`src/common/tgdn_pkg.sv`:
```
`default_nettype none
package tgdn_pkg;
  localparam int CLK_NS      = 25;
  localparam int NODE_LAST   = 31;
  localparam int PAY_BYTES   = 4;
  localparam int GD_SLOTS    = 8;
  localparam int GD_FIRST    = 16;
  localparam int GD_LAST     = 23;

  // Times in ns
  localparam longint BYTE_STD_NS = 71500;
  localparam longint BYTE_768_NS = 143000;
  localparam longint BYTE_384_NS = 286000;
  localparam longint FIX_STD_NS  = 1090000;
  localparam longint FIX_EXT_NS  = 1160000;
  localparam longint FIX_768_NS  = 2330000;
  localparam longint FIX_384_NS  = 4660000;
  localparam longint IDLE_STD_NS = 26000;
  localparam longint IDLE_EXT_NS = 52000;
  localparam longint IDLE_768_NS = 104000;
  localparam longint IDLE_384_NS = 208000;
  localparam longint ROT_MIN_NS  = 3000000;
  localparam longint ROT_MAX_NS  = 400000000;

  typedef enum logic [1:0] {
    BAUD_STD, BAUD_EXT, BAUD_768, BAUD_384
  } tgdn_baud_t;
  typedef enum logic [1:0] {
    KIND_DATA, KIND_START, KIND_END, KIND_SIGNOFF
  } tgdn_kind_t;
  typedef logic [23:0]      tgdn_cyc_t;
  typedef logic [3:0][23:0] tgdn_cyc_tab_t;

  function automatic tgdn_cyc_t cyc_up(input longint t_ns);
    return tgdn_cyc_t'((t_ns + CLK_NS - 1) / CLK_NS);
  endfunction

  function automatic tgdn_cyc_t cyc_dn(input longint t_ns);
    return (t_ns < CLK_NS) ? 24'h00_0001 : tgdn_cyc_t'(t_ns / CLK_NS);
  endfunction

  // Senders that own a shared-data slot
  function automatic logic is_gd_src(input logic [4:0] n);
    return n[4:3] == 2'b10;
  endfunction

  localparam tgdn_cyc_t     ROT_MIN_CYC = cyc_up(ROT_MIN_NS);
  localparam tgdn_cyc_t     ROT_MAX_CYC = cyc_dn(ROT_MAX_NS);
  localparam tgdn_cyc_tab_t BYTE_CYC = {cyc_dn(BYTE_384_NS),
    cyc_dn(BYTE_768_NS), cyc_dn(BYTE_STD_NS), cyc_dn(BYTE_STD_NS)};
  localparam tgdn_cyc_tab_t FIX_CYC = {cyc_up(FIX_384_NS),
    cyc_up(FIX_768_NS), cyc_up(FIX_EXT_NS), cyc_up(FIX_STD_NS)};
  localparam tgdn_cyc_tab_t IDLE_CYC = {cyc_up(IDLE_384_NS),
    cyc_up(IDLE_768_NS), cyc_up(IDLE_EXT_NS), cyc_up(IDLE_STD_NS)};
  localparam logic [31:0]   RST_DATA = 32'h0000_0000;
endpackage
`default_nettype wire

```
`src/common/tgdn_bus_if.sv`:
```
`default_nettype none
interface tgdn_bus_if;
  logic                 n2p_valid;
  tgdn_pkg::tgdn_kind_t n2p_kind;
  logic [7:0]           n2p_data;
  logic                 p2n_valid;
  tgdn_pkg::tgdn_kind_t p2n_kind;
  logic [7:0]           p2n_data;

  modport node (
    output n2p_valid, n2p_kind, n2p_data,
    input  p2n_valid, p2n_kind, p2n_data
  );
  modport peer (
    input  n2p_valid, n2p_kind, n2p_data,
    output p2n_valid, p2n_kind, p2n_data
  );
endinterface
`default_nettype wire

```
`src/rtl/tgdn_turn_tracker.sv`:
```
`default_nettype none
module tgdn_turn_tracker (
  input  wire logic            clk,
  input  wire logic            rst,
  input  wire logic            en,
  input  wire tgdn_pkg::tgdn_cyc_t idle_cyc,
  input  wire tgdn_pkg::tgdn_cyc_t rot_min,
  input  wire tgdn_pkg::tgdn_cyc_t rot_max,
  input  wire logic            activity,
  input  wire logic            signoff,
  output logic [4:0]           turn,
  output logic                 turn_start,
  output logic                 overrun
);
  import tgdn_pkg::*;

  logic      running, next_running;
  logic      busy, next_busy;
  logic      waiting, next_waiting;
  logic [4:0] next_turn;
  logic      next_turn_start, next_overrun;
  tgdn_cyc_t slot_cnt, next_slot_cnt;
  tgdn_cyc_t rot_cnt, next_rot_cnt;
  logic      adv;

  always_comb begin
    next_running    = running;
    next_busy       = busy;
    next_waiting    = waiting;
    next_turn       = turn;
    next_turn_start = 1'b0;
    next_overrun    = overrun;
    next_slot_cnt   = slot_cnt;
    next_rot_cnt    = rot_cnt;
    adv             = 1'b0;
    if (!en) begin
      next_running  = 1'b0;
      next_busy     = 1'b0;
      next_waiting  = 1'b0;
      next_turn     = 5'h00;
      next_slot_cnt = 24'h00_0000;
      next_rot_cnt  = 24'h00_0000;
    end else if (!running) begin
      next_running    = 1'b1;
      next_turn_start = 1'b1;
    end else begin
      if (rot_cnt != 24'hFF_FFFF)
        next_rot_cnt = rot_cnt + 24'h00_0001;
      if (rot_cnt >= rot_max)
        next_overrun = 1'b1;
      if (waiting) begin
        if (rot_cnt + 24'h00_0001 >= rot_min) begin
          next_waiting    = 1'b0;
          next_turn       = 5'h00;
          next_turn_start = 1'b1;
          next_rot_cnt    = 24'h00_0000;
        end
      end else begin
        next_slot_cnt = slot_cnt + 24'h00_0001;
        if (activity)
          next_busy = 1'b1;
        // Holder that has begun must sign off; silent slot is skipped
        adv = signoff || (!busy && !activity &&
          slot_cnt + 24'h00_0001 >= idle_cyc);
        if (adv) begin
          next_slot_cnt = 24'h00_0000;
          next_busy     = 1'b0;
          if (turn == 5'(NODE_LAST)) begin
            if (rot_cnt + 24'h00_0001 >= rot_min) begin
              next_turn       = 5'h00;
              next_turn_start = 1'b1;
              next_rot_cnt    = 24'h00_0000;
            end else begin
              next_waiting = 1'b1;
            end
          end else begin
            next_turn       = turn + 5'h01;
            next_turn_start = 1'b1;
          end
        end
      end
    end
  end

  always_ff @(posedge clk) begin
    if (rst) begin
      running    <= 1'b0;
      busy       <= 1'b0;
      waiting    <= 1'b0;
      turn       <= 5'h00;
      turn_start <= 1'b0;
      overrun    <= 1'b0;
      slot_cnt   <= 24'h00_0000;
      rot_cnt    <= 24'h00_0000;
    end else begin
      running    <= next_running;
      busy       <= next_busy;
      waiting    <= next_waiting;
      turn       <= next_turn;
      turn_start <= next_turn_start;
      overrun    <= next_overrun;
      slot_cnt   <= next_slot_cnt;
      rot_cnt    <= next_rot_cnt;
    end
  end
endmodule
`default_nettype wire

```
`src/rtl/tgdn_node.sv`:
```
`default_nettype none
// Notes on behaviour
// - Turns rotate 0 to 31, then wrap
// - Absent node numbers skipped after short idle
// - Always listen; accept broadcast messages from senders 16 to 23 only
// - Send only in own turn; sign off
// - Full rotation never shorter than 3 ms
// - Full rotation never longer than 400 ms; a longer one only raises overrun
// - Fixed per-turn share depends on bit rate
// - Byte time depends on bit rate
// - Payload framed by start and end markers
// - Broadcast outgoing data every own turn
// - Buffer received data per sender for host
// - Hold latest host data until own turn
// - Newer received data overwrites unread copy
// - Host reads never disturb buffered data
// - Late host write waits for next turn
// - Only senders 16 to 23 fill slots
// - Host stopped means zero payload sent
module tgdn_node #(
  parameter tgdn_pkg::tgdn_cyc_tab_t BYTE_TAB = tgdn_pkg::BYTE_CYC,
  parameter tgdn_pkg::tgdn_cyc_tab_t FIX_TAB  = tgdn_pkg::FIX_CYC,
  parameter tgdn_pkg::tgdn_cyc_tab_t IDLE_TAB = tgdn_pkg::IDLE_CYC,
  parameter tgdn_pkg::tgdn_cyc_t     ROT_MIN  = tgdn_pkg::ROT_MIN_CYC,
  parameter tgdn_pkg::tgdn_cyc_t     ROT_MAX  = tgdn_pkg::ROT_MAX_CYC
) (
  input  wire logic                clk,
  input  wire logic                rst,
  tgdn_bus_if.node                 bus,
  input  wire logic                cfg_wr,
  input  wire logic [4:0]          cfg_node,
  input  wire tgdn_pkg::tgdn_baud_t cfg_baud,
  input  wire logic                host_run,
  input  wire logic                host_wr,
  input  wire logic [31:0]         host_wdata,
  input  wire logic [2:0]          host_rd_sel,
  output logic [31:0]              host_rdata,
  output logic                     configured,
  output logic                     overrun
);
  import tgdn_pkg::*;

  typedef enum {ST_IDLE, ST_SEND, ST_FIXED} tgdn_tst_t;

  tgdn_tst_t   st, next_st;
  tgdn_cyc_t   cnt, next_cnt;
  logic [2:0]  idx, next_idx;
  logic [31:0] tx_hold, next_tx_hold;
  logic [31:0] shift, next_shift;
  logic        next_valid;
  tgdn_kind_t  next_kind;
  logic [7:0]  next_data;
  logic [4:0]  my_node, next_my_node;
  tgdn_baud_t  baud, next_baud;
  logic        next_configured;
  logic        rx_on, next_rx_on;
  logic [2:0]  rx_idx, next_rx_idx;
  logic [31:0] stage, next_stage;
  logic [31:0] rx_buf [GD_SLOTS];
  logic [31:0] next_rx_buf [GD_SLOTS];
  logic [31:0] next_host_rdata;
  logic [4:0]  turn;
  logic        turn_start;

  // Own bytes count as bus traffic so all ends advance together
  tgdn_turn_tracker tgdn_turn_tracker_i (
    .clk        (clk),
    .rst        (rst),
    .en         (configured),
    .idle_cyc   (IDLE_TAB[baud]),
    .rot_min    (ROT_MIN),
    .rot_max    (ROT_MAX),
    .activity   (bus.n2p_valid || bus.p2n_valid),
    .signoff    ((bus.n2p_valid && bus.n2p_kind == KIND_SIGNOFF) ||
                 (bus.p2n_valid && bus.p2n_kind == KIND_SIGNOFF)),
    .turn       (turn),
    .turn_start (turn_start),
    .overrun    (overrun)
  );

  // Configuration and host side
  always_comb begin
    next_my_node    = my_node;
    next_baud       = baud;
    next_configured = configured;
    next_tx_hold    = tx_hold;
    if (cfg_wr) begin
      next_my_node    = cfg_node;
      next_baud       = cfg_baud;
      next_configured = 1'b1;
    end
    if (host_wr)
      next_tx_hold = host_wdata;
    next_host_rdata = rx_buf[host_rd_sel];
  end

  // Transmit sequencer
  always_comb begin
    next_st    = st;
    next_cnt   = cnt;
    next_idx   = idx;
    next_shift = shift;
    next_valid = 1'b0;
    next_kind  = KIND_DATA;
    next_data  = 8'h00;
    case (st)
      ST_IDLE: begin
        // Snapshot only at turn start; later writes wait a rotation
        if (configured && turn_start && turn == my_node) begin
          next_shift = host_run ? tx_hold : RST_DATA;
          next_valid = 1'b1;
          next_kind  = KIND_START;
          next_idx   = 3'd0;
          next_cnt   = BYTE_TAB[baud] - 24'h00_0001;
          next_st    = ST_SEND;
        end
      end
      ST_SEND: begin
        if (cnt != 24'h00_0000) begin
          next_cnt = cnt - 24'h00_0001;
        end else if (idx < 3'(PAY_BYTES)) begin
          next_valid = 1'b1;
          next_data  = shift[7:0];
          next_shift = {8'h00, shift[31:8]};
          next_idx   = idx + 3'd1;
          next_cnt   = BYTE_TAB[baud] - 24'h00_0001;
        end else if (idx == 3'(PAY_BYTES)) begin
          next_valid = 1'b1;
          next_kind  = KIND_END;
          next_idx   = idx + 3'd1;
          next_cnt   = BYTE_TAB[baud] - 24'h00_0001;
        end else begin
          next_cnt = FIX_TAB[baud] - 24'h00_0001;
          next_st  = ST_FIXED;
        end
      end
      ST_FIXED: begin
        if (cnt != 24'h00_0000) begin
          next_cnt = cnt - 24'h00_0001;
        end else begin
          next_valid = 1'b1;
          next_kind  = KIND_SIGNOFF;
          next_st    = ST_IDLE;
        end
      end
      default: next_st = ST_IDLE;
    endcase
  end

  // Receiver listens in every turn, own or not
  always_comb begin
    next_rx_on  = rx_on;
    next_rx_idx = rx_idx;
    next_stage  = stage;
    next_rx_buf = rx_buf;
    if (bus.p2n_valid) begin
      case (bus.p2n_kind)
        KIND_START: begin
          next_rx_on  = 1'b1;
          next_rx_idx = 3'd0;
          next_stage  = RST_DATA;
        end
        KIND_DATA: begin
          if (rx_on && rx_idx < 3'(PAY_BYTES)) begin
            next_stage  = {bus.p2n_data, stage[31:8]};
            next_rx_idx = rx_idx + 3'd1;
          end
        end
        KIND_END: begin
          next_rx_on = 1'b0;
          // Short or unframed blocks are dropped whole
          if (rx_on && rx_idx == 3'(PAY_BYTES) && is_gd_src(turn))
            next_rx_buf[turn[2:0]] = stage;
        end
        default: next_rx_on = 1'b0;
      endcase
    end
  end

  always_ff @(posedge clk) begin
    if (rst) begin
      st            <= ST_IDLE;
      cnt           <= 24'h00_0000;
      idx           <= 3'd0;
      tx_hold       <= RST_DATA;
      shift         <= RST_DATA;
      bus.n2p_valid <= 1'b0;
      bus.n2p_kind  <= KIND_DATA;
      bus.n2p_data  <= 8'h00;
      my_node       <= 5'h00;
      baud          <= BAUD_STD;
      configured    <= 1'b0;
      rx_on         <= 1'b0;
      rx_idx        <= 3'd0;
      stage         <= RST_DATA;
      host_rdata    <= RST_DATA;
      for (int i = 0; i < GD_SLOTS; i++)
        rx_buf[i] <= RST_DATA;
    end else begin
      st            <= next_st;
      cnt           <= next_cnt;
      idx           <= next_idx;
      tx_hold       <= next_tx_hold;
      shift         <= next_shift;
      bus.n2p_valid <= next_valid;
      bus.n2p_kind  <= next_kind;
      bus.n2p_data  <= next_data;
      my_node       <= next_my_node;
      baud          <= next_baud;
      configured    <= next_configured;
      rx_on         <= next_rx_on;
      rx_idx        <= next_rx_idx;
      stage         <= next_stage;
      host_rdata    <= next_host_rdata;
      rx_buf        <= next_rx_buf;
    end
  end
endmodule
`default_nettype wire

```
`src/flat_wrapper.sv`:
```
// flat-port wrapper written by rule: the top's interface ports become plain ports
module tgdn_node_flat import tgdn_pkg::*;
#(
  parameter tgdn_pkg::tgdn_cyc_tab_t BYTE_TAB = tgdn_pkg::BYTE_CYC,
  parameter tgdn_pkg::tgdn_cyc_tab_t FIX_TAB  = tgdn_pkg::FIX_CYC,
  parameter tgdn_pkg::tgdn_cyc_tab_t IDLE_TAB = tgdn_pkg::IDLE_CYC,
  parameter tgdn_pkg::tgdn_cyc_t     ROT_MIN  = tgdn_pkg::ROT_MIN_CYC,
  parameter tgdn_pkg::tgdn_cyc_t     ROT_MAX  = tgdn_pkg::ROT_MAX_CYC
)
  (clk, rst, cfg_wr, cfg_node, cfg_baud, host_run, host_wr, host_wdata, host_rd_sel, host_rdata, configured, overrun, bus_n2p_valid, bus_n2p_kind, bus_n2p_data, bus_p2n_valid, bus_p2n_kind, bus_p2n_data);
  tgdn_bus_if bus_i ();
  input  wire logic clk;
  input  wire logic rst;
  input  wire logic cfg_wr;
  input  wire logic [4:0] cfg_node;
  input  wire tgdn_pkg::tgdn_baud_t cfg_baud;
  input  wire logic host_run;
  input  wire logic host_wr;
  input  wire logic [31:0] host_wdata;
  input  wire logic [2:0] host_rd_sel;
  output logic [31:0] host_rdata;
  output logic configured;
  output logic overrun;
  output wire logic [$bits(bus_i.n2p_valid)-1:0] bus_n2p_valid;
  output wire logic [$bits(bus_i.n2p_kind)-1:0] bus_n2p_kind;
  output wire logic [$bits(bus_i.n2p_data)-1:0] bus_n2p_data;
  input wire logic [$bits(bus_i.p2n_valid)-1:0] bus_p2n_valid;
  input wire logic [$bits(bus_i.p2n_kind)-1:0] bus_p2n_kind;
  input wire logic [$bits(bus_i.p2n_data)-1:0] bus_p2n_data;
  assign bus_n2p_valid = bus_i.n2p_valid;
  assign bus_n2p_kind = bus_i.n2p_kind;
  assign bus_n2p_data = bus_i.n2p_data;
  assign bus_i.p2n_valid = bus_p2n_valid;
  assign bus_i.p2n_kind = bus_p2n_kind;
  assign bus_i.p2n_data = bus_p2n_data;
  tgdn_node #(.BYTE_TAB(BYTE_TAB), .FIX_TAB(FIX_TAB), .IDLE_TAB(IDLE_TAB), .ROT_MIN(ROT_MIN), .ROT_MAX(ROT_MAX)) u_core (.clk(clk), .rst(rst), .bus(bus_i), .cfg_wr(cfg_wr), .cfg_node(cfg_node), .cfg_baud(cfg_baud), .host_run(host_run), .host_wr(host_wr), .host_wdata(host_wdata), .host_rd_sel(host_rd_sel), .host_rdata(host_rdata), .configured(configured), .overrun(overrun));
endmodule
```
`config.mk`:
```
export PLATFORM = sky130hd
export DESIGN_NAME = tgdn_node_flat
export DESIGN_NICKNAME = d
export VERILOG_FILES = /design/src/common/tgdn_pkg.sv /design/src/common/tgdn_bus_if.sv /design/src/rtl/tgdn_turn_tracker.sv /design/src/rtl/tgdn_node.sv /design/src/flat_wrapper.sv
export SDC_FILE = /design/constraint.sdc
export NUM_CORES = 1
export LEC_CHECK = 0
export BUFFER_PORTS_ARGS = -buffer_cell sky130_fd_sc_hd__buf_2
export CELL_PAD_IN_SITES_DETAIL_PLACEMENT = 0
export CELL_PAD_IN_SITES_GLOBAL_PLACEMENT = 2
export CORE_ASPECT_RATIO = 1.25
export CORE_MARGIN = 5
export CORE_UTILIZATION = 38
export DETAILED_ROUTE_END_ITERATION = 16
export HOLD_SLACK_MARGIN = 0.03
export PLACE_DENSITY_LB_ADDON = 0.1
export SYNTH_ARGS = -nofsm -noshare
export SYNTH_HDL_FRONTEND = slang
export SYNTH_SLANG_ARGS = --single-unit
```
`constraint.sdc`:
```
create_clock -name clk -period 3.9 [get_ports clk]
set_clock_uncertainty 0.05 [all_clocks]
set_input_delay 0.78 -clock clk [delete_from_list [all_inputs] [get_ports clk]]
set_output_delay 0.78 -clock clk [all_outputs]
set_load 0.03 [all_outputs]
```
==> results of run 1 <==
==> synthesized netlist by cell type, drive strengths merged (24+ instances only) <==
cell type | instances | area, sq um
buf | 35 | 180
mux4 | 64 | 1440
clkbuf | 192 | 721
o21ai | 48 | 240
nor3 | 74 | 402
nand2 | 632 | 2370
a22oi | 45 | 338
a211oi | 30 | 230
a21oi | 322 | 1620
inv | 34 | 128
nand3 | 59 | 300
dfxtp | 494 | 9890
ha | 31 | 388
mux2i | 76 | 761
nor2 | 238 | 893
xnor2 | 24 | 210
==> cells by family (layout without fill, tap and decap cells) <==
family / count (synthesis) / count (layout) / synth area share [%]
XOR/XNOR: 35 / 35 / 1.40
AND/OR/NAND/NOR: 1153 / 1153 / 23.1
multiplexers: 143 / 143 / 10.2
AO/OA/AOI/OAI: 520 / 520 / 13.7
adder cells (fa/ha/maj): 31 / 31 / 1.77
buffers and inverters: 262 / 303 / 4.71
flip-flops: 494 / 494 / 45.1
==> metal layers <==
layer	vias up	track usage [%]	wire, um	share of wire (%)
li1	9050	-	-	-
met1	8874	25.7	28200	43
met2	356	36.1	33200	51
met3	101	2.85	2740	4.2
met4	0	5.45	1520	2.3
met5	-	0	0	0
==> power by group through the flow <==
stage	sequential, mW	clock [mW]	combinational (mW)
floorplan	5.33	0	0.812
CTS	5.24	5.63	1.15
detailed placement	5.35	0	1.14
finish	5.24	5.48	1.14
global placement	5.35	0	1.14
global route	5.25	5.85	1.27
==> layout by cell type (no fill, tap or decap), types with 19 or more instances in the layout <==
cell       instances
a211oi_1          29
a21oi_1          321
a22oi_1           45
and2_1            19
buf_2            100
buf_4             59
clkbuf_16         54
dfxtp_1          494
ha_1              30
inv_1             34
mux2i_1           76
mux4_2            64
nand2_1          632
nand3_1           56
nand4_1           20
nor2_1           238
nor3_1            66
o21ai_0           41
o22ai_1           23
xnor2_1           24
==> worst max-delay path: stages (launching register included) <==
cell       delay [ns]
dfxtp_1          0.50
nand4_2          0.27
nor3_2           0.26
and3_1           0.19
xor2_1           0.20
ha_1             0.28
a21oi_1          0.15
nand3_1          0.10
a2111oi_2        0.33
nand4_1          0.24
o211ai_2         0.33
a211oi_4         0.19
buf_12           0.19
nor4_1           0.25
==> sequential cells by signal, indices dropped and copies added, names as in the netlist <==
signal	flops
u_core.my_node	5
u_core.bus.n2p_valid	1
u_core.tgdn_turn_tracker_i.running	1
u_core.tgdn_turn_tracker_i.turn	5
u_core.idx	3
u_core.tx_hold	32
u_core.bus.n2p_data	8
u_core.bus.n2p_kind	2
u_core.st	2
u_core.cnt	24
u_core.rx_buf	256
u_core.rx_idx	3
u_core.host_rdata	32
u_core.tgdn_turn_tracker_i.overrun	1
u_core.shift	32
u_core.tgdn_turn_tracker_i.busy	1
u_core.stage	32
u_core.configured	1
u_core.baud	2
u_core.tgdn_turn_tracker_i.rot_cnt	24
u_core.tgdn_turn_tracker_i.slot_cnt	24
u_core.tgdn_turn_tracker_i.turn_start	1
u_core.tgdn_turn_tracker_i.waiting	1
u_core.rx_on	1
==> through the flow <==
step	std cells	total power, mW	hold WS, ns	util [%]
floorplan	2638	6.14	0.381	-
global placement	3328	6.49	0.387	40.5
detailed placement	3328	6.49	0.392	40.5
CTS	3429	12.0	0.313	43.8
global route	3429	12.4	0.328	43.8
finish	3429	11.9	0.350	43.8
==> final cells by class <==
| cell class | count | area (sq um) | share of cell area, % |
|---|---|---|---|
| Tap cell | 750 | 938 | 3.75 |
| Multi-Input combinational cell | 1882 | 11100 | 44.2 |
| Timing Repair Buffer | 167 | 1100 | 4.39 |
| Clock inverter | 27 | 382 | 1.52 |
| Inverter | 35 | 131 | 0.525 |
| Clock buffer | 74 | 1530 | 6.10 |
| Sequential cell | 494 | 9890 | 39.5 |
==> worst max path at each step <==
| stage | startpoint | endpoint | cells past startpoint |
|---|---|---|---|
| 3_3_place_gp | u_core.tgdn_turn_tracker_i.slot_cnt[4]$_SDFFE_PP0P_ | u_core.tgdn_turn_tracker_i.rot_cnt[23]$_SDFFE_PP0P_ | 13 |
| 3_5_place_dp | u_core.tgdn_turn_tracker_i.slot_cnt[0]$_SDFFE_PP0P_ | u_core.tgdn_turn_tracker_i.rot_cnt[4]$_SDFFE_PP0P_ | 14 |
| 6_report | u_core.tgdn_turn_tracker_i.slot_cnt[4]$_SDFFE_PP0P_ | u_core.tgdn_turn_tracker_i.rot_cnt[23]$_SDFFE_PP0P_ | 13 |
| 4_1_cts | u_core.tgdn_turn_tracker_i.slot_cnt[4]$_SDFFE_PP0P_ | u_core.tgdn_turn_tracker_i.rot_cnt[23]$_SDFFE_PP0P_ | 13 |
| 5_1_grt | u_core.tgdn_turn_tracker_i.slot_cnt[1]$_SDFFE_PP0P_ | u_core.tgdn_turn_tracker_i.rot_cnt[23]$_SDFFE_PP0P_ | 14 |
| 2_1_floorplan | u_core.tgdn_turn_tracker_i.slot_cnt[4]$_SDFFE_PP0P_ | u_core.tgdn_turn_tracker_i.slot_cnt[10]$_SDFFE_PP0P_ | 15 |
==> impl_metrics.env, run 1 <==
export IMPL_holdPathEnd="u_core.tx_hold[18]$_SDFFE_PP0P_"
export IMPL_outcome="complete, no violations"
export IMPL_netlist_area_sq_mm=0.0219
export IMPL_initial_core_util_pct=38.4
export IMPL_drc=0
export IMPL_r2r_slack_ns=0.26
export IMPL_synthArstFlopShare_pct=0
export IMPL_clock_path_buffers=3
export IMPL_cts_setup_buffers=0
export IMPL_synth_fp_nets=2727
export IMPL_cts_resized=0
export IMPL_synth_seq_area_share_pct=45.1
export IMPL_worstSetupStartpointType="flop"
export IMPL_hold_buffers=0
export IMPL_clock_power_share_pct=46.2
export IMPL_tns_ns=0
export IMPL_netSwitchingFraction_pct=25.6
export IMPL_r2r_cells=13
export IMPL_max_clock_freq_ghz=0.275
export IMPL_die_y_um=278
export IMPL_clkTransAtPathRegs_ns=0.06
export IMPL_p_leak_nw=8.82
export IMPL_ys_flop_type="dfxtp_1"
export IMPL_dieArea_sq_mm=0.0626
export IMPL_fin_ws_ns=0.260
export IMPL_firstDrtPassIters=5
export IMPL_min_path_type="input pin to flop"
export IMPL_rsz0062_at_grt="no"
export IMPL_wl_per_cell_um=19.2
export IMPL_routed_via_density=5.36
export IMPL_final_cell_area_sq_mm=0.0250
export IMPL_core_area_sq_mm=0.0571
export IMPL_min_path_cells=3
export IMPL_grt_pass1_wl_um=103000
export IMPL_place_gp_congestion=0.829
export IMPL_fin_crit_ns=3.64
export IMPL_finalSetupViolations=0
export IMPL_nets=2723
export IMPL_grt_pass1_vias=17900
export IMPL_dp_hpwl_um=39900
export IMPL_rows=98
export IMPL_hold_violations=0
export IMPL_peakVddDrop_mv=0.329
export IMPL_clock_latency_ns=0.63
export IMPL_p_int_mw=8.83
export IMPL_grt_antenna_before_repair=0
export IMPL_grt_start_max_net_pins=174
export IMPL_wl_um=65700
export IMPL_drive_gt1_share_pct=13.7
export IMPL_die_w_um=225
export IMPL_r2r_end="u_core.tgdn_turn_tracker_i.rot_cnt[23]$_SDFFE_PP0P_"
export IMPL_critPathCaptureType="flop"
export IMPL_synth_warnings=0
export IMPL_relSlewSlack_pct=32.1
export IMPL_synth_seq_cells=494
export IMPL_tightest_slew_ns=1.02
export IMPL_p_per_area_mw_per_mm2=473
export IMPL_io_pins=103
export IMPL_pwr_share_comb_pct=9.6
export IMPL_cp_arrival_ns=4.09
export IMPL_slew_viol_final=0
export IMPL_cp_required_ns=4.35
export IMPL_fin_crit_sh_pct=93.3
export IMPL_cts_root_buf="clkbuf_16"
export IMPL_placed_cell_area_sq_mm=0.0231
export IMPL_area_growth_syn_to_layout_pct=14.3
export IMPL_io_buffer_count=102
export IMPL_antenna_cells=0
export IMPL_synth_edf_count=0
export IMPL_pre_cts_slack_ns=0.244
export IMPL_seqPwrFrac_pct=44.2
export IMPL_criticalPathCategory="flop to flop"
export IMPL_worstReg2RegStart="u_core.tgdn_turn_tracker_i.slot_cnt[4]$_SDFFE_PP0P_"
export IMPL_avgSynthCellArea_sq_um=8.31
export IMPL_clkSinkCount=494
export IMPL_ys_types=75
export IMPL_netSwitchingPower_mw=3.03
export IMPL_critical_path_max_fanout=15
export IMPL_htree_levels=2
export IMPL_syn_inst=2638
export IMPL_grt_remaining_overflow=0
export IMPL_ant_nets=0
export IMPL_drt_iter0_markers=1322
export IMPL_tritoncts="built"
export IMPL_track_usage_pct=20.3
export IMPL_worstHoldStart="host_wdata[18]"
export IMPL_vias=18400
export IMPL_numCtsBuffers=54
export IMPL_n_fill_cell=5730
export IMPL_cap_violations=0
(Power assumes the default switching activity.)
==> run 2, diff against run 1 <==
- clock period: 3.9 -> 3.37 ns (I/O delays scaled with it)
==> impl_metrics.env, run 2 (synthesis results as in run 1) <==
export IMPL_outcome="complete, no violations"
export IMPL_firstDrtPassIters=5
export IMPL_io_buffer_count=102
export IMPL_die_w_um=225
export IMPL_critPathCaptureType="flop"
export IMPL_worstHoldStart="cfg_node[1]"
export IMPL_cap_violations=0
export IMPL_grt_pass1_vias=18000
export IMPL_slowest_stage="dfxtp_1"
export IMPL_grt_start_max_net_pins=180
export IMPL_largest_reg_flops=256
export IMPL_relSlewSlack_pct=18.7
export IMPL_track_usage_pct=20.5
export IMPL_htree_levels=2
export IMPL_clock_latency_ns=0.62
export IMPL_layout_common_cells="nand2_1, dfxtp_1, a21oi_1"
export IMPL_vias=18500
export IMPL_io_pins=103
export IMPL_die_y_um=278
export IMPL_routed_via_density=5.37
export IMPL_nets=2750
export IMPL_area_growth_syn_to_layout_pct=15.1
export IMPL_ant_nets=0
export IMPL_drt_iter0_markers=1315
export IMPL_grt_antenna_before_repair=0
export IMPL_r2r_end="u_core.tgdn_turn_tracker_i.turn[3]$_SDFFE_PP0P_"
export IMPL_p_per_area_mw_per_mm2=532
export IMPL_min_path_cells=3
export IMPL_dp_hpwl_um=39700
export IMPL_regMostFlops="u_core.rx_buf"
export IMPL_antenna_cells=0
export IMPL_tritoncts="built"
export IMPL_dieArea_sq_mm=0.0626
export IMPL_tightest_slew_ns=1.22
export IMPL_core_area_sq_mm=0.0571
export IMPL_final_common_cell="nand2_1"
export IMPL_wl_per_cell_um=19.2
export IMPL_fin_crit_sh_pct=95.0
export IMPL_worst_path_buf_inv=3
export IMPL_critical_path_max_fanout=5
export IMPL_clock_path_buffers=3
export IMPL_fin_util_pct=44.1
export IMPL_drive_gt1_share_pct=14.8
export IMPL_n_fill_cell=5734
export IMPL_cts_root_buf="clkbuf_16"
export IMPL_max_clock_freq_ghz=0.312
export IMPL_cp_top_family="compound AO/OA/AOI/OAI gates"
export IMPL_numCtsBuffers=54
export IMPL_stdcell_count=3452
export IMPL_dp_cells=3350
export IMPL_clkTransAtPathRegs_ns=0.06
export IMPL_drc=0
export IMPL_cp_required_ns=3.87
export IMPL_p_leak_nw=8.93
export IMPL_holdPathEnd="u_core.my_node[1]$_SDFFE_PP0P_"
export IMPL_worstReg2RegStart="u_core.tgdn_turn_tracker_i.slot_cnt[0]$_SDFFE_PP0P_"
export IMPL_tns_ns=0
export IMPL_slew_viol_final=0
export IMPL_clkSinkCount=494
export IMPL_grt_remaining_overflow=0
export IMPL_wl_um=66300
export IMPL_fin_crit_ns=3.20
export IMPL_cp_arrival_ns=3.70
export IMPL_initial_core_util_pct=38.4
export IMPL_grt_pass1_wl_um=104000
export IMPL_place_gp_congestion=0.832
export IMPL_r2r_slack_ns=0.17
export IMPL_worstSetupStartpointType="flop"
export IMPL_r2r_cells=16
export IMPL_rows=98
export IMPL_peakVddDrop_mv=0.459
export IMPL_min_path_type="input pin to flop"
export IMPL_criticalPathCategory="flop to flop"
export IMPL_hold_violations=0
export IMPL_finalSetupViolations=0
export IMPL_crit_path_max_incr_delay_ns=0.36
export IMPL_crit_chain="ha_2, and3_2, nand2_1, nor2_1, xor2_1, ha_2, o21ai_0, a21oi_1, o31ai_2, nand4_1, buf_4, o21ai_4, buf_6, a221oi_1, buf_4, o22ai_1"
## run 2: changes by cell type in the layout (fill, tap and decap cells not counted), sizes merged
cell and change:
buf +27, bufinv -5, clkbuf +5, clkinv -5
inv +2, clkinvlp -1
## run 2: worst max-delay path by stage
stage | from | end | slack, ns | cells past startpoint
final | u_core.tgdn_turn_tracker_i.slot_cnt[0]$_SDFFE_PP0P_ | u_core.tgdn_turn_tracker_i.turn[3]$_SDFFE_PP0P_ | 0.17 | 16
after CTS | u_core.tgdn_turn_tracker_i.slot_cnt[3]$_SDFFE_PP0P_ | u_core.tgdn_turn_tracker_i.rot_cnt[23]$_SDFFE_PP0P_ | 0.05 | 13
after global routing | u_core.tgdn_turn_tracker_i.slot_cnt[1]$_SDFFE_PP0P_ | u_core.tgdn_turn_tracker_i.turn[3]$_SDFFE_PP0P_ | -0.04 | 16
after floorplan | u_core.tgdn_turn_tracker_i.slot_cnt[4]$_SDFFE_PP0P_ | u_core.tgdn_turn_tracker_i.slot_cnt[10]$_SDFFE_PP0P_ | 0.19 | 15
after detailed placement | u_core.tgdn_turn_tracker_i.slot_cnt[1]$_SDFFE_PP0P_ | u_core.tgdn_turn_tracker_i.slot_cnt[14]$_SDFFE_PP0P_ | -0.23 | 13
after global placement | u_core.tgdn_turn_tracker_i.slot_cnt[1]$_SDFFE_PP0P_ | u_core.tgdn_turn_tracker_i.slot_cnt[9]$_SDFFE_PP0P_ | -0.10 | 12
## run 2: where the power goes
| part | leakage, nW | internal [mW] | total (mW) | switching, mW |
|---|---|---|---|---|
| clock network | 0.894 | 3.51 | 6.01 | 2.50 |
| registers | 3.99 | 5.97 | 6.05 | 0.0844 |
| logic | 4.05 | 0.469 | 1.34 | 0.874 |
## run 2: layout make-up
class                   count  area (sq um)  share of cell area, %
inverters                  35           131                  0.521
flip-flops and latches    494          9890                   39.2
clock inverters            18           190                  0.754
repair buffers            194          1360                   5.37
clock buffers              79          1600                   6.33
multi-input cells        1882         11100                   44.1
well taps                 750           938                   3.72
## run 2: worst reg2reg max path, stage by stage, from the launching register on
cell and delay [ns]:
dfxtp_1 0.36, ha_2 0.23, and3_2 0.24, nand2_1 0.10, nor2_1 0.14, xor2_1 0.24
ha_2 0.31, o21ai_0 0.17, a21oi_1 0.11, o31ai_2 0.07, nand4_1 0.20, buf_4 0.20
o21ai_4 0.17, buf_6 0.14, a221oi_1 0.08, buf_4 0.17, o22ai_1 0.15
## run 2: repair_timing
action                                  CTS  global route
hold buffers                              0             0
buffers inserted                          2             3
resized for setup                         4            11
endpoints found under the setup margin   27            44
pin swaps                                 2             9
## run 2: stage by stage
stage / hold WS, ns / cell area (sq um) / power [mW] / worst slack, ns
2_1_floorplan: 0.381 / 21900 / 7.10 / 0.192
3_3_place_gp: 0.388 / 23300 / 7.53 / -0.101
3_5_place_dp: 0.393 / 23300 / 7.53 / -0.229
4_1_cts: 0.217 / 25200 / 13.6 / 0.0475
5_1_grt: 0.240 / 25200 / 14.0 / -0.0383
6_report: 0.246 / 25200 / 13.4 / 0.169
## run 2: layer usage
layer / up-vias / part of all wire, % / GRT usage [%]
met5: - / 0 / 0
met3: 99 / 4.5 / 2.99
met4: 0 / 2.0 / 4.86
met1: 8952 / 44 / 27.0
li1: 9089 / - / -
met2: 409 / 50 / 35.5
==> run 3, diff against run 2 <==
- RECOVER_POWER: not set -> 100
==> impl_metrics.env, run 3 (synthesis results as in run 1) <==
export IMPL_tritoncts="built"
export IMPL_firstDrtPassIters=5
export IMPL_total_power_mw=13.4
export IMPL_r2r_end="u_core.tgdn_turn_tracker_i.turn[3]$_SDFFE_PP0P_"
export IMPL_min_path_type="input pin to flop"
export IMPL_die_w_um=225
export IMPL_ant_nets=0
export IMPL_drive_gt1_share_pct=12.6
export IMPL_m1WireLength_um=29400
export IMPL_fin_crit_sh_pct=94.7
export IMPL_grt_antenna_before_repair=0
export IMPL_worstReg2RegStart="u_core.tgdn_turn_tracker_i.slot_cnt[0]$_SDFFE_PP0P_"
export IMPL_final_common_cell="nand2_1"
export IMPL_largest_reg_flops=256
export IMPL_fin_ws_ns=0.177
export IMPL_dp_hpwl_um=39700
export IMPL_outcome="complete, but fails checks"
export IMPL_antenna_cells=0
export IMPL_pre_cts_slack_ns=-0.229
export IMPL_critPathCapture="u_core.tgdn_turn_tracker_i.turn[3]$_SDFFE_PP0P_"
export IMPL_grt_remaining_overflow=0
export IMPL_wl_per_cell_um=19.2
export IMPL_wl_met2_um=32900
export IMPL_htree_levels=2
export IMPL_place_gp_congestion=0.832
export IMPL_cp_arrival_ns=3.65
export IMPL_slew_viol_final=368
export IMPL_cap_violations=3
export IMPL_peakVddDrop_mv=0.459
export IMPL_clkTransAtPathRegs_ns=0.06
export IMPL_nets=2750
export IMPL_io_buffer_count=102
export IMPL_layout_common_cells="nand2_1, dfxtp_1, a21oi_1"
export IMPL_path_common_cell="buf_4"
export IMPL_relSlewSlack_pct=-63.8
export IMPL_initial_core_util_pct=38.4
export IMPL_vias=18500
export IMPL_area_growth_syn_to_layout_pct=14.3
export IMPL_tightest_slew_ns=2.46
export IMPL_wl_met3_um=2760
export IMPL_critPathCaptureType="flop"
export IMPL_highest_layer="met4"
export IMPL_cts_root_buf="clkbuf_16"
export IMPL_drc=0
export IMPL_die_y_um=278
export IMPL_clock_path_buffers=3
export IMPL_cp_required_ns=3.82
export IMPL_core_area_sq_mm=0.0571
export IMPL_slowest_stage="dfxtp_1"
export IMPL_track_usage_pct=20.5
export IMPL_rows=98
export IMPL_grt_pass1_vias=18000
export IMPL_p_per_area_mw_per_mm2=535
export IMPL_criticalPathCategory="flop to flop"
export IMPL_regMostFlops="u_core.rx_buf"
export IMPL_critical_path_max_fanout=5
export IMPL_crit_path_max_incr_delay_ns=0.36
export IMPL_finalSetupViolations=0
export IMPL_clkSinkCount=494
export IMPL_tns_ns=0
export IMPL_wl_um=66400
export IMPL_r2r_cells=16
export IMPL_fin_util_pct=43.8
export IMPL_grt_start_max_net_pins=180
export IMPL_max_clock_freq_ghz=0.313
export IMPL_hold_violations=0
export IMPL_crit_chain="ha_2, and3_2, nand2_1, nor2_1, xor2_1, ha_1, o21ai_0, a21oi_1, o31ai_2, nand4_1, buf_4, o21ai_4, buf_6, a221oi_1, buf_4, o22ai_1"
export IMPL_violations="max-capacitance violations, max-slew violations"
export IMPL_grt_pass1_wl_um=104000
export IMPL_routed_via_density=5.37
export IMPL_r2r_slack_ns=0.18
export IMPL_cp_startpoint="u_core.tgdn_turn_tracker_i.slot_cnt[0]$_SDFFE_PP0P_"
export IMPL_fin_crit_ns=3.19
export IMPL_dieArea_sq_mm=0.0626
export IMPL_io_pins=103
export IMPL_clock_latency_ns=0.62
export IMPL_numCtsBuffers=54
export IMPL_p_leak_nw=8.68
export IMPL_drt_iter0_markers=1270
export IMPL_worstSetupStartpointType="flop"
-- run 3: cell types whose count changed in the layout (fill, tap and decap cells not counted), moves of 2 or more --
cell and delta:
buf_12 -3, buf_4 -10, buf_2 -47, nor4_1 +2
clkbuf_2 +7, nor3b_1 +2, nor3b_2 -2, clkbuf_4 +2
and2_1 -9, nor4_2 -2, and2_0 +9, clkbuf_1 +52
-- run 3: worst max-delay path, delay by kind of cell, from the launching register on --
| kind | cells | cell delay, ns |
|---|---|---|
| xor gates and xnor gates | 1 | 0.23 |
| AOI/OAI and AO/OA | 6 | 0.84 |
| and+or+nand+nor | 4 | 0.66 |
| buffers and inverters | 3 | 0.49 |
| adders and majority gates | 2 | 0.44 |
| DFF | 1 | 0.36 |
-- run 3: timing repair --
action,CTS,global route
pin swaps,2,9
resized for setup,4,11
setup buffers,2,3
endpoints found under the setup margin,27,44
hold buffers,0,0
-- run 3: routing by layer --
metal | track usage (%) | vias to the layer above
li1 | - | 9088
met1 | 27.0 | 8968
met2 | 35.5 | 373
met3 | 2.99 | 93
met4 | 4.86 | 0
met5 | 0 | -
-- run 3: layout make-up --
| cell class | instances | area (sq um) |
|---|---|---|
| Clock buffer | 79 | 1600 |
| Clock inverter | 18 | 190 |
| Fill cell | 5772 | 32100 |
| Inverter | 35 | 131 |
| Multi-Input combinational cell | 1882 | 11100 |
| Sequential cell | 494 | 9890 |
| Tap cell | 750 | 938 |
| Timing Repair Buffer | 194 | 1210 |
-- run 3: worst min path at each step --
stage                                          startpoint                                 to  slack (ns)  cells after the start
after CTS                                     cfg_node[2]     u_core.my_node[2]$_SDFFE_PP0P_        0.22                      3
after floorplan              u_core.shift[0]$_SDFFE_PP0P_  u_core.bus.n2p_data[0]$_SDFF_PP0_        0.38                      1
after global placement       u_core.shift[1]$_SDFFE_PP0P_  u_core.bus.n2p_data[1]$_SDFF_PP0_        0.39                      1
after global routing                          cfg_node[1]     u_core.my_node[1]$_SDFFE_PP0P_        0.24                      3
after detailed placement  u_core.rx_buf[166]$_SDFFE_PP0P_    u_core.rx_buf[166]$_SDFFE_PP0P_        0.39                      2
final                                         cfg_node[2]     u_core.my_node[2]$_SDFFE_PP0P_        0.25                      3
-- run 3: through the flow --
stage,instance area (sq um),hold slack [ns],cells
floorplan,21900,0.381,2638
CTS,25200,0.217,3449
global route,25000,0.241,3452
detailed placement,23300,0.393,3350
finish,25000,0.245,3452
global placement,23300,0.388,3350
-- run 3: where the power goes --
| group | switching, mW | internal (mW) |
|---|---|---|
| clock network | 2.50 | 3.51 |
| registers | 0.0858 | 5.97 |
| logic | 0.873 | 0.458 |
